[src/hdl/bmd_pkg.sv]
// Constants for the base mismatch and diagnostics block
// Assumes a 32-bit Avalon-MM register bus with word addressing by byte offset
package bmd_pkg;
  // ****************************************************
  // Register map (byte offsets)
  // ****************************************************
  localparam logic [7:0] OFS_CTRL    = 8'h00;
  localparam logic [7:0] OFS_EXPECT  = 8'h04;
  localparam logic [7:0] OFS_ACTUAL  = 8'h08;
  localparam logic [7:0] OFS_STATUS  = 8'h0c;
  localparam logic [7:0] OFS_MAPS    = 8'h10;
  localparam logic [7:0] OFS_DIAGSEL = 8'h14;
  localparam logic [7:0] OFS_DIAGDAT = 8'h18;
  localparam logic [7:0] OFS_OUTCMD  = 8'h1c;
  localparam logic [7:0] OFS_INRAW   = 8'h20;
  localparam logic [7:0] OFS_IOSTATE = 8'h24;
  localparam logic [7:0] OFS_SLOTSEL = 8'h28;
  // ****************************************************
  // Control register fields
  // ****************************************************
  localparam int CTL_TOL     = 0;
  localparam int CTL_RUN     = 1;
  localparam int CTL_PARAM   = 2;
  localparam int CTL_OTHER   = 3;
  localparam int CTL_PRMERR  = 4;
  localparam int CTL_UNSUP   = 5;
  localparam int CTL_SYNC    = 6;
  localparam int CTL_FRZ     = 7;
  localparam int CTL_RPORT   = 8;
  localparam int CTL_COMM    = 9;
  localparam int CTL_MADDR   = 16;
  localparam int CTL_W       = 24;
  localparam logic [CTL_W-1:0] CTL_RESET = 24'hff0000;
  // ****************************************************
  // Diagnostic frame constants
  // ****************************************************
  localparam int            DIAG_LEN     = 15;
  localparam logic [7:0]    NO_MASTER    = 8'hff;
  localparam logic [7:0]    HDR_DEVICE   = 8'h06;
  localparam logic [7:0]    HDR_IDENT    = 8'h43;
  localparam logic [15:0]   IDENT_CODE   = 16'h5a5a; // Arbitrary value
  // ****************************************************
  // Display codes
  // ****************************************************
  localparam logic [3:0] DSP_OK     = 4'h0;
  localparam logic [3:0] DSP_REMOVE = 4'h2;
  localparam logic [3:0] DSP_STOP   = 4'h3;
  // Flicker divider: 20 MHz / 2^22, top bit toggles about every 0.1 s
  localparam int FLK_BITS = 22;
  // Slot entry: bit 8 = present, bits 7:0 = type code
  localparam int TYPE_W  = 8;
  localparam int ENTRY_W = 9;
  localparam int NSLOT   = 16;
endpackage

[src/hdl/bmd_top.sv]
// Base mismatch detection, output policy, display and diagnostic frame
// Assumes Avalon-MM master on CLK; hold-select strap and module-fail lines are pins
//
// The register offsets and the Avalon-MM interface to the registers were decided locally.
`timescale 1ns/100ps
`default_nettype none
// Contract
// Compare master slot configuration with present modules; flag differences.
// Tolerance off, configured module removed: display 2, offline, outputs per hold select.
// Tolerance off, wrong module: offline, outputs per hold select, display 3/2 alternating.
// Module in slot configured empty is ignored; display 0; normal operation.
// Tolerance on, module removed: display 2; other slots exchange data normally.
// Tolerance on, wrong type: ignored, display alternates 3/2, others normal.
// Master stops bus: display 3, outputs per hold select, inputs forced off.
// Diagnostic frame is exactly 15 bytes, bit 7 most significant.
// Byte 1 holds the station status-one flags in documented order.
// Byte 2: inactive 0, sync, freeze, constant 1, constant 0, awaiting parameters.
// Byte 3 bit 7 is zero; the rest reserved.
// Byte 4 is parameterizing master address, or 255 if none.
// Bytes 5 and 6 carry the fixed maker identifier.
// Byte 7 is device header 0x06.
// Byte 8 bit 0 is remote port request pending; bytes 9, 10 reserved.
// Bytes 11, 12 are the type-mismatch bitmap, slot 1 at byte 11 bit 0.
// Byte 13 is identifier header 0x43.
// Bytes 14, 15 flag slots with failed module or mismatched type.
// Master counts failures on each loss and continuously during mismatch.
// Master keeps seven presence words; bit 1 means absent, failed or offline.
// Master keeps seven enable words; 1 enabled, 0 disabled.
// Master status word bits 1, 2, 16 and unread-diagnostic flag words.
// Hold select off clears outputs on loss, hold keeps them; absent means off.
// Tolerance off needs exact match for any I/O; decimal point lit when on.
// Any mismatch bitmap bit sets extended-diagnostic and configuration-error flags.
module bmd_top #(
  parameter int NSLOT    = bmd_pkg::NSLOT,
  parameter int FLK_BITS = bmd_pkg::FLK_BITS
) (
  input  wire logic             CLK,
  input  wire logic             RST,
  input  wire logic [7:0]       AVS_ADDRESS,
  input  wire logic             AVS_READ,
  input  wire logic             AVS_WRITE,
  input  wire logic [31:0]      AVS_WRITEDATA,
  input  wire logic [3:0]       AVS_BYTEENABLE,
  output logic [31:0]           AVS_READDATA,
  output logic                  AVS_WAITREQUEST,
  input  wire logic             OUTPUT_HOLD_SELECT_N,
  input  wire logic [NSLOT-1:0] MODULE_FAIL,
  output logic [NSLOT-1:0]      SLOT_ENABLE,
  output logic                  BASE_ONLINE,
  output logic [3:0]            DISPLAY_CODE,
  output logic                  DISPLAY_DP
);
  // ****************************************************
  // Pin synchronisers
  // ****************************************************
  logic             hold_m_r, hold_s_r;
  logic [NSLOT-1:0] fail_m_r, fail_s_r;
  always_ff @(posedge CLK or posedge RST) begin
    if (RST) begin
      hold_m_r <= 1'b1;
      hold_s_r <= 1'b1;
      fail_m_r <= '0;
      fail_s_r <= '0;
    end else begin
      hold_m_r <= OUTPUT_HOLD_SELECT_N;
      hold_s_r <= hold_m_r;
      fail_m_r <= MODULE_FAIL;
      fail_s_r <= fail_m_r;
    end
  end
  // Strap low = hold; open pin pulls high = off
  wire hold_sel = ~hold_s_r;

  // ****************************************************
  // Registers
  // ****************************************************
  logic [bmd_pkg::CTL_W-1:0]   ctrl_r;
  logic [bmd_pkg::ENTRY_W-1:0] expect_r [NSLOT];
  logic [bmd_pkg::ENTRY_W-1:0] actual_r [NSLOT];
  logic [3:0]                  slot_sel_r;
  logic [3:0]                  diag_sel_r;
  logic [31:0]                 out_cmd_r;
  logic [31:0]                 in_raw_r;
  logic [31:0]                 out_live_r;
  logic [31:0]                 in_rep_r;
  logic [31:0]                 rdata_nxt;
  logic                        ack_r;

  wire req   = (AVS_READ | AVS_WRITE) & ~ack_r;
  wire wr_go = AVS_WRITE & ack_r;

  // One wait cycle, answer on the second edge
  always_ff @(posedge CLK or posedge RST) begin
    if (RST) begin
      ack_r <= 1'b0;
    end else begin
      ack_r <= req;
    end
  end

  always_ff @(posedge CLK or posedge RST) begin
    if (RST) begin
      AVS_WAITREQUEST <= 1'b1;
    end else begin
      AVS_WAITREQUEST <= ~req;
    end
  end

  function automatic logic [31:0] bmerge(input logic [31:0] old, input logic [31:0] nw,
                                         input logic [3:0] be);
    logic [31:0] r;
    r = old;
    for (int i = 0; i < 4; i++) begin
      if (be[i]) begin
        r[i*8 +: 8] = nw[i*8 +: 8];
      end
    end
    return r;
  endfunction

  always_ff @(posedge CLK or posedge RST) begin
    if (RST) begin
      ctrl_r     <= bmd_pkg::CTL_RESET;
      slot_sel_r <= '0;
      diag_sel_r <= '0;
      out_cmd_r  <= '0;
      in_raw_r   <= '0;
    end else if (wr_go) begin
      case (AVS_ADDRESS)
        bmd_pkg::OFS_CTRL: begin
          ctrl_r <= 24'(bmerge(32'(ctrl_r), AVS_WRITEDATA, AVS_BYTEENABLE));
        end
        bmd_pkg::OFS_SLOTSEL: begin
          slot_sel_r <= AVS_WRITEDATA[3:0];
        end
        bmd_pkg::OFS_DIAGSEL: begin
          diag_sel_r <= AVS_WRITEDATA[3:0];
        end
        bmd_pkg::OFS_OUTCMD: begin
          out_cmd_r <= bmerge(out_cmd_r, AVS_WRITEDATA, AVS_BYTEENABLE);
        end
        bmd_pkg::OFS_INRAW: begin
          in_raw_r <= bmerge(in_raw_r, AVS_WRITEDATA, AVS_BYTEENABLE);
        end
        default: begin
        end
      endcase
    end
  end

  // Slot tables, one entry per slot, written through the slot select
  generate
    for (genvar s = 0; s < NSLOT; s++) begin : g_tab
      always_ff @(posedge CLK or posedge RST) begin
        if (RST) begin
          expect_r[s] <= '0;
          actual_r[s] <= '0;
        end else if (wr_go && slot_sel_r == 4'(s)) begin
          if (AVS_ADDRESS == bmd_pkg::OFS_EXPECT) begin
            expect_r[s] <= AVS_WRITEDATA[bmd_pkg::ENTRY_W-1:0];
          end
          if (AVS_ADDRESS == bmd_pkg::OFS_ACTUAL) begin
            actual_r[s] <= AVS_WRITEDATA[bmd_pkg::ENTRY_W-1:0];
          end
        end
      end
    end
  endgenerate

  // ****************************************************
  // Mismatch detection
  // ****************************************************
  logic [NSLOT-1:0] removed, wrong, type_map, fail_map, slot_ok;
  generate
    for (genvar s = 0; s < NSLOT; s++) begin : g_cmp
      wire exp_p = expect_r[s][bmd_pkg::TYPE_W];
      wire act_p = actual_r[s][bmd_pkg::TYPE_W];
      wire tdiff = expect_r[s][bmd_pkg::TYPE_W-1:0] != actual_r[s][bmd_pkg::TYPE_W-1:0];
      assign removed[s]  = exp_p & ~act_p;
      assign wrong[s]    = exp_p & act_p & tdiff;
      // Extra module in empty slot is not a mismatch
      assign slot_ok[s]  = exp_p & act_p & ~tdiff;
      assign type_map[s] = wrong[s];
      assign fail_map[s] = wrong[s] | removed[s] | (exp_p & fail_s_r[s]);
    end
  endgenerate

  wire tol      = ctrl_r[bmd_pkg::CTL_TOL];
  wire run      = ctrl_r[bmd_pkg::CTL_RUN];
  wire any_rem  = |removed;
  wire any_wr   = |wrong;
  wire mismatch = any_rem | any_wr;
  wire comm_ok  = ctrl_r[bmd_pkg::CTL_COMM];
  // Exact match needed unless tolerance is on
  wire online   = run & comm_ok & (tol | ~mismatch);

  // ****************************************************
  // Slot enables and online status
  // ****************************************************
  always_ff @(posedge CLK or posedge RST) begin
    if (RST) begin
      SLOT_ENABLE <= '0;
      BASE_ONLINE <= 1'b0;
    end else begin
      BASE_ONLINE <= online;
      SLOT_ENABLE <= online ? slot_ok : '0;
    end
  end

  // ****************************************************
  // Output and input policy
  // ****************************************************
  always_ff @(posedge CLK or posedge RST) begin
    if (RST) begin
      out_live_r <= '0;
    end else if (online) begin
      out_live_r <= out_cmd_r;
    end else if (!hold_sel) begin
      out_live_r <= '0;
    end
  end

  always_ff @(posedge CLK or posedge RST) begin
    if (RST) begin
      in_rep_r <= '0;
    end else if (!run) begin
      in_rep_r <= '0;
    end else if (online) begin
      in_rep_r <= in_raw_r;
    end
  end

  // ****************************************************
  // Display
  // ****************************************************
  logic [FLK_BITS-1:0] flk_r;
  always_ff @(posedge CLK or posedge RST) begin
    if (RST) begin
      flk_r <= '0;
    end else begin
      flk_r <= flk_r + 1'b1;
    end
  end

  logic [3:0] disp_nxt;
  always_comb begin
    if (!run || !comm_ok) begin
      disp_nxt = bmd_pkg::DSP_STOP;
    end else if (any_wr) begin
      disp_nxt = flk_r[FLK_BITS-1] ? bmd_pkg::DSP_STOP
                                   : bmd_pkg::DSP_REMOVE;
    end else if (any_rem) begin
      disp_nxt = bmd_pkg::DSP_REMOVE;
    end else begin
      disp_nxt = bmd_pkg::DSP_OK;
    end
  end

  always_ff @(posedge CLK or posedge RST) begin
    if (RST) begin
      DISPLAY_CODE <= bmd_pkg::DSP_OK;
      DISPLAY_DP   <= 1'b0;
    end else begin
      DISPLAY_CODE <= disp_nxt;
      DISPLAY_DP   <= tol;
    end
  end

  // ****************************************************
  // Diagnostic frame
  // ****************************************************
  logic [7:0] diag [bmd_pkg::DIAG_LEN];
  wire param_ok = ctrl_r[bmd_pkg::CTL_PARAM];
  wire ext_flag = |type_map | |fail_map;
  always_comb begin
    diag[0] = {ctrl_r[bmd_pkg::CTL_OTHER], ctrl_r[bmd_pkg::CTL_PRMERR], 1'b0,
               ctrl_r[bmd_pkg::CTL_UNSUP], ext_flag, ext_flag,
               ~online, 1'b0};
    diag[1] = {1'b0, 1'b0, ctrl_r[bmd_pkg::CTL_SYNC], ctrl_r[bmd_pkg::CTL_FRZ],
               1'b0, 1'b1, 1'b0, ~param_ok};
    diag[2] = 8'h00;
    diag[3] = param_ok ? ctrl_r[bmd_pkg::CTL_MADDR +: 8] : bmd_pkg::NO_MASTER;
    diag[4] = bmd_pkg::IDENT_CODE[15:8];
    diag[5] = bmd_pkg::IDENT_CODE[7:0];
    diag[6] = bmd_pkg::HDR_DEVICE;
    diag[7] = {7'h00, ctrl_r[bmd_pkg::CTL_RPORT]};
    diag[8] = 8'h00;
    diag[9] = 8'h00;
    diag[10] = type_map[7:0];
    diag[11] = type_map[15:8];
    diag[12] = bmd_pkg::HDR_IDENT;
    diag[13] = fail_map[7:0];
    diag[14] = fail_map[15:8];
  end

  // ****************************************************
  // Read mux
  // ****************************************************
  always_comb begin
    rdata_nxt = '0;
    case (AVS_ADDRESS)
      bmd_pkg::OFS_CTRL:    rdata_nxt = 32'(ctrl_r);
      bmd_pkg::OFS_EXPECT:  rdata_nxt = 32'(expect_r[slot_sel_r]);
      bmd_pkg::OFS_ACTUAL:  rdata_nxt = 32'(actual_r[slot_sel_r]);
      bmd_pkg::OFS_STATUS:  rdata_nxt = {24'h000000, DISPLAY_DP, 1'b0, any_wr, any_rem,
                                         DISPLAY_CODE};
      bmd_pkg::OFS_MAPS:    rdata_nxt = {fail_map, type_map};
      // Frame is 15 bytes; selects past the end read zero
      bmd_pkg::OFS_DIAGDAT: rdata_nxt = (diag_sel_r < 4'(bmd_pkg::DIAG_LEN))
                                        ? {24'h000000, diag[diag_sel_r]} : '0;
      bmd_pkg::OFS_DIAGSEL: rdata_nxt = {28'h0000000, diag_sel_r};
      bmd_pkg::OFS_OUTCMD:  rdata_nxt = out_cmd_r;
      bmd_pkg::OFS_INRAW:   rdata_nxt = in_rep_r;
      bmd_pkg::OFS_IOSTATE: rdata_nxt = out_live_r;
      bmd_pkg::OFS_SLOTSEL: rdata_nxt = {28'h0000000, slot_sel_r};
      default:              rdata_nxt = '0;
    endcase
  end

  always_ff @(posedge CLK or posedge RST) begin
    if (RST) begin
      AVS_READDATA <= '0;
    end else if (req) begin
      AVS_READDATA <= rdata_nxt;
    end
  end
endmodule
`default_nettype wire

[config.mk]
export PLATFORM = sky130hd
export DESIGN_NAME = bmd_top
export DESIGN_NICKNAME = d
export VERILOG_FILES = /design/src/hdl/bmd_pkg.sv /design/src/hdl/bmd_top.sv
export SDC_FILE = /design/constraint.sdc
export NUM_CORES = 1
export LEC_CHECK = 0
export ABC_CLOCK_PERIOD_IN_PS = 22600
export BUFFER_PORTS_ARGS = -buffer_cell sky130_fd_sc_hd__buf_2
export CORE_ASPECT_RATIO = 1.2
export CORE_UTILIZATION = 50
export CTS_BUF_LIST = sky130_fd_sc_hd__clkbuf_8
export DETAILED_ROUTE_END_ITERATION = 7
export PLACE_DENSITY = 0.67
export SKIP_LAST_GASP = 1
export SLEW_MARGIN = 40
export SYNTH_ARGS = -nofsm -noshare
export SYNTH_HDL_FRONTEND = slang
export SYNTH_SLANG_ARGS = --single-unit
[constraint.sdc]
create_clock -name CLK -period 22.6 [get_ports CLK]
set_clock_uncertainty 0.05 [all_clocks]
set_input_delay 1.13 -clock CLK [delete_from_list [all_inputs] [get_ports CLK]]
set_output_delay 1.13 -clock CLK [all_outputs]
set_load 0.01 [all_outputs]
After elaboration in Yosys (flattened, before gate mapping)
Index checks and enable logic that the tools add are counted.
- logic and storage cells: 355
- output and inout port bits: 55
- bits in registers: 560
- input port bits: 65
- reduce and logical (&&, ||, !) cells: 70
- add/sub/neg operators: 1
- muxes and demuxes: 21
- order comparisons: 3
- equality and inequality tests: 42
- bitwise logic cells: 159
- operator list (cell ; number):
    $pmux 32 s11 ; 1
    $mux 32 ; 4
    $ne 8x8->1 ; 16
    $and 1x1->1 ; 84
    $bmux 9 s4 ; 2
    $reduce_and 2->1 ; 34
    $reduce_or 16->1 ; 3
    $not 1->1 ; 37
    $mux 9 ; 4
    $or 1x1->1 ; 36
    $reduce_and 3->1 ; 11
    $bmux 8 s4 ; 1
    $eq 4x4->1 const B ; 8
    $eq 8x5->1 const B ; 4
    $mux 8 ; 4
    $eq 8x6->1 const B ; 3
    $add 22x1->22 const B ; 1
    $eq 4x3->1 const B ; 4
    $eq 8x4->1 const B ; 2
    $logic_and 1x1->1 ; 16
    $mux 16 ; 1
    $ge 5x5->1 const B ; 2
    $not 4->5 ; 2
    $eq 4x2->1 const B ; 2
    other kinds (11) ; 14

Depth between registers and ports, before layout
- depth after elaboration: 13
- depth in mapped cells: 10
- gate-level depth less buffers: 8

Worst setup path after synthesis
No wires, ideal clock.
- path kind: input to register
- start point: input AVS_ADDRESS[3]
- end point: register expect_r[13] (netlist bit)
- data arrival time: 2.926 ns
- stages: 7
- setup slack: 19.499 ns
- path buffers: 2
- path through: or4b_2 > nor2_2 > and2_1 > clkbuf_1 > nor2b_1 > buf_2 > mux2_2
- cells in the longest elaborated chain, start to end: 2
- RTL lines (item ; line ; text):
    start: declaration ; bmd_top.sv:39 ; input wire logic [7:0] AVS_ADDRESS,
    $eq 8x3->1 ; bmd_top.sv:159 ; if (AVS_ADDRESS == bmd_pkg::OFS_EXPECT) begin
    $reduce_and 2->1 (no line) ; - ;
    end signal: indexed assignment ; bmd_top.sv:160 ; expect_r[s] <= AVS_WRITEDATA[bmd_pkg::ENTRY_W-1:0];
    end: declaration ; bmd_top.sv:78 ; logic [bmd_pkg::ENTRY_W-1:0] expect_r [NSLOT];
Every way passes these cells.
A chain may end at the register's enable or synchronous reset.

Worst setup path in the final report
- start point: register expect_r[111] (netlist bit)
- end point: register out_live_r[31]
- cells in the longest elaborated chain, start to end: 8
- elaborated cells between the ends (all ways): 9
- RTL lines (item ; line ; text):
    $ne 8x8->1 * ; bmd_top.sv:178 ; wire tdiff = expect_r[s][bmd_pkg::TYPE_W-1:0] != actual_r[s][bmd_pkg::TYPE_W-1:0];
    $and 1x1->1 * ; bmd_top.sv:180 ; assign wrong[s] = exp_p & act_p & tdiff;
    $reduce_or 16->1 * ; bmd_top.sv:191 ; wire any_wr = |wrong;
    $or 1x1->1 * ; bmd_top.sv:192 ; wire mismatch = any_rem | any_wr;
    $not 1->1 * ; bmd_top.sv:195 ; wire online = run & comm_ok & (tol | ~mismatch);
    $or 1x1->1 * ; bmd_top.sv:195 ;
    $and 1x1->1 * ; bmd_top.sv:195 ;
    $mux 32 or $reduce_bool 2->1 (tied branches) ; - ;
    end signal: assignment ; bmd_top.sv:217 ; out_live_r <= out_cmd_r;
    end: declaration ; bmd_top.sv:84 ; logic [31:0] out_live_r;
Mark *: on every way between the ends. The rest lies on a longest branch, timed or not.

==> results.cfg <==
[floorplan]
die_y_um = 258
core-area_um2 = 53800
num_io_pins = 120
die_area_um2 = 55500
initial_core_util = 0.507
die_x_um = 215
row_count = 93

[critical_path]
r2r_slack_ns = 18.46
timing.rr.end = out_live_r[31]
cp-start-kind = register
reg2regPathDepth = 9
crit_required_ns = 23.18
arrival_ns = 4.72
cp_max_fo = 38
slowest_delay_ns = 0.72
cp_cell_sequence = xor2_1 -> nor4_1 -> a21oi_1 -> a31oi_1 -> nand4_1 -> o31a_2 -> buf_4 -> inv_2 -> a221o_1
cp-startpoint = expect_r[111]
path_class = reg -> reg
crit_path_end_kind = register
crit_end = out_live_r[31]
rr_startpoint = expect_r[111]
slowest_stage = nor4_1

[global_routing]
grtUsageMet1 = 0.368
grt_use_met3 = 0.0476
grt_usage = 0.299
busiest_layer = met2
antenna_found_initial = 3
grt_pass1_wl_um = 124000
first_global_vias = 19500
overflow = 0
grt_max_degree = 127
use_met2 = 0.493

[clock_tree]
clk_path_buf_depth = 3
numCtsBuffers = 89
post_cts_buffers = 0
post_cts_resized = 0
cts.sinks = 558
insertion_delay_ns = 0.71
cts_root_buf = clkbuf_8
cts_tree = yes
htree_levels = 3
ctsHoldBuffers = 0
clk_pin_slew_worst_paths_ns = 0.07

[finish]
final_nets = 2313
n_fill_cell = 4552
drive_gt1_frac = 0.349
fin_cells = 3029
syn_to_final_growth_pct = 11.5
design_area_um2 = 30400
finish.utilization = 0.566

[placement]
placed_area_um2 = 28500
placed_cells = 2868
portBuffers = 117
dp_hpwl_um = 57000
gp_congestion = 0.991

[sta]
finalCritPeriodShare = 0.183
hold_viol = 0
period_minus_slack_ns = 4.14
rsz0062_at_grt = false
slew_headroom = 0.345
tightest_slew_ns = 0.970
fmax_mhz = 241
setup_violations = 0
maxSlewViolCount = 0
tns_ns = 0

[synth]
yosysWarnings = 0
async_flop_share = 1.00
synth_top_area_frac = 0.502
avgSynthCellArea_um2 = 12.8
ys_seq_area_frac = 0.513
synth_ff_type = dfrtp_1
synth_area_um2 = 27300
synth_top_area_cell = dfrtp_1
synth-seq-cells = 558
synth_edf_count = 0
ys_types = 85
postSynthCellCount = 2138
synth_area_leaders = dfrtp_1 50%, mux2_2 15%, mux4_2 6.9%

[pwr]
ir_drop_uv = 41.2
powerDensity_nw_per_um2 = 65.2
p_leak_uw = 0.0146

[routing]
num_vias = 19000
post_drt_wl_per_cell_um = 26.9
dr.pass1.iters = 8
antenna_left = 0
vias_per_cell = 6.28
drtIter0Drc = 2342
route.detailed.drc = 4
wl_um = 81500

[worst_hold_path]
min_path_type = reg -> reg

[run]
max_cap_viol_count = 0

[outcome]
violations = DRC
status = finished with violations
[routing by layer]
metal / up-vias / part of all wire
met5: - / 0.000098
met4: 2 / 0.064
met3: 250 / 0.062
met2: 820 / 0.49
met1: 9875 / 0.38
li1: 8076 / -
[registers in the layout, indices dropped and copies added, names as in the netlist, 2 cells and up]
| name | count |
|---|---|
| in_rep_r | 32 |
| ctrl_r | 24 |
| out_cmd_r | 32 |
| AVS_READDATA | 32 |
| DISPLAY_CODE | 2 |
| expect_r | 144 |
| fail_s_r | 16 |
| in_raw_r | 32 |
| diag_sel_r | 4 |
| flk_r | 22 |
| fail_m_r | 16 |
| out_live_r | 32 |
| actual_r | 144 |
| SLOT_ENABLE | 16 |
| slot_sel_r | 4 |
[synth_stat cells (34+ instances only)]
cell type / n
a221o_1: 34
nand3_1: 36
dfrtp_1: 547
xnor2_1: 58
nand2_1: 151
xor2_1: 90
o21ai_0: 45
mux4_2: 84
inv_1: 95
clkbuf_1: 75
mux2_2: 366
and2_1: 77
[how the worst min path moves through the flow]
stage / slack (ns) / end / start / cells after the start
floorplan: 0.28 / fail_s_r[0] / fail_m_r[0] / 0
global placement: 0.28 / fail_s_r[15] / fail_m_r[15] / 0
detailed placement: 0.29 / fail_s_r[8] / fail_m_r[8] / 0
CTS: 0.29 / fail_s_r[7] / fail_m_r[7] / 0
global route: 0.30 / fail_s_r[12] / fail_m_r[12] / 0
finish: 0.29 / fail_s_r[7] / fail_m_r[7] / 0
[logic make-up (layout without fill, tap and decap cells)]
logic type	Yosys count	in the layout	share of synthesized area
adder cells (fa/ha/maj)	1	1	0.000459
AND/OR/NAND/NOR	438	438	0.0896
other	1	3	0.000138
flip-flops	558	558	0.513
buffers and inverters	226	403	0.0350
AO/OA/AOI/OAI	301	301	0.0884
multiplexers	465	465	0.226
XOR/XNOR	148	148	0.0475
[worst max-delay path: cells and delay by family (launching register included)]
family,cells,cell delay [ns]
and+or+nand+nor,2,0.91
AOI/OAI and AO/OA,4,1.46
xor gates and xnor gates,1,0.19
buffers and inverters,2,1.00
DFF,1,0.40
[placed cells by master, fill, tap and decap left out, drive strengths merged, types with 10 or more instances in the layout]
master	synthesis	layout
dfrtp	547	547
mux2	374	374
nand2	151	151
buf	54	145
inv	96	125
clkbuf	75	118
xor2	90	90
mux4	84	84
and2	77	77
xnor2	58	58
o21ai	47	47
nand3	41	41
a221o	34	34
o221ai	34	34
nor4	34	34
nor2	32	32
a22o	30	30
a21oi	29	29
a22oi	27	27
nand4	22	22
nand2b	18	18
nor3	18	18
a222oi	16	16
nor2b	13	13
a221oi	12	12
dfstp	11	11
clkinv	1	11
a41oi	10	10
[stage by stage]
step | total power, uW | worst slack, ns | hold slack, ns
floorplan | 1070 | 5.83 | 0.281
global placement | 1100 | 17.97 | 0.284
detailed placement | 1110 | 18.47 | 0.286
CTS | 2000 | 18.61 | 0.295
global route | 2050 | 18.35 | 0.304
finish | 1980 | 18.46 | 0.289
[final cells by class]
type                            count  area [um2]  area share
Multi-Input combinational cell   1355       12500       0.410
Inverter                           97         377      0.0124
Antenna cell                        1        2.50   0.0000823
Clock buffer                      117        1610      0.0529
Sequential cell                   558       14000       0.460
Tap cell                          712         891      0.0293
Clock inverter                     43         250     0.00823
Timing Repair Buffer              146         838      0.0276
[power by group]
group | internal (uW) | total (uW) | switching (uW)
Combinational | 18.2 | 72.7 | 54.5
Sequential | 1010 | 1010 | 7.78
Clock | 486 | 896 | 409
No activity file was read; power rests on OpenSTA's default activity.
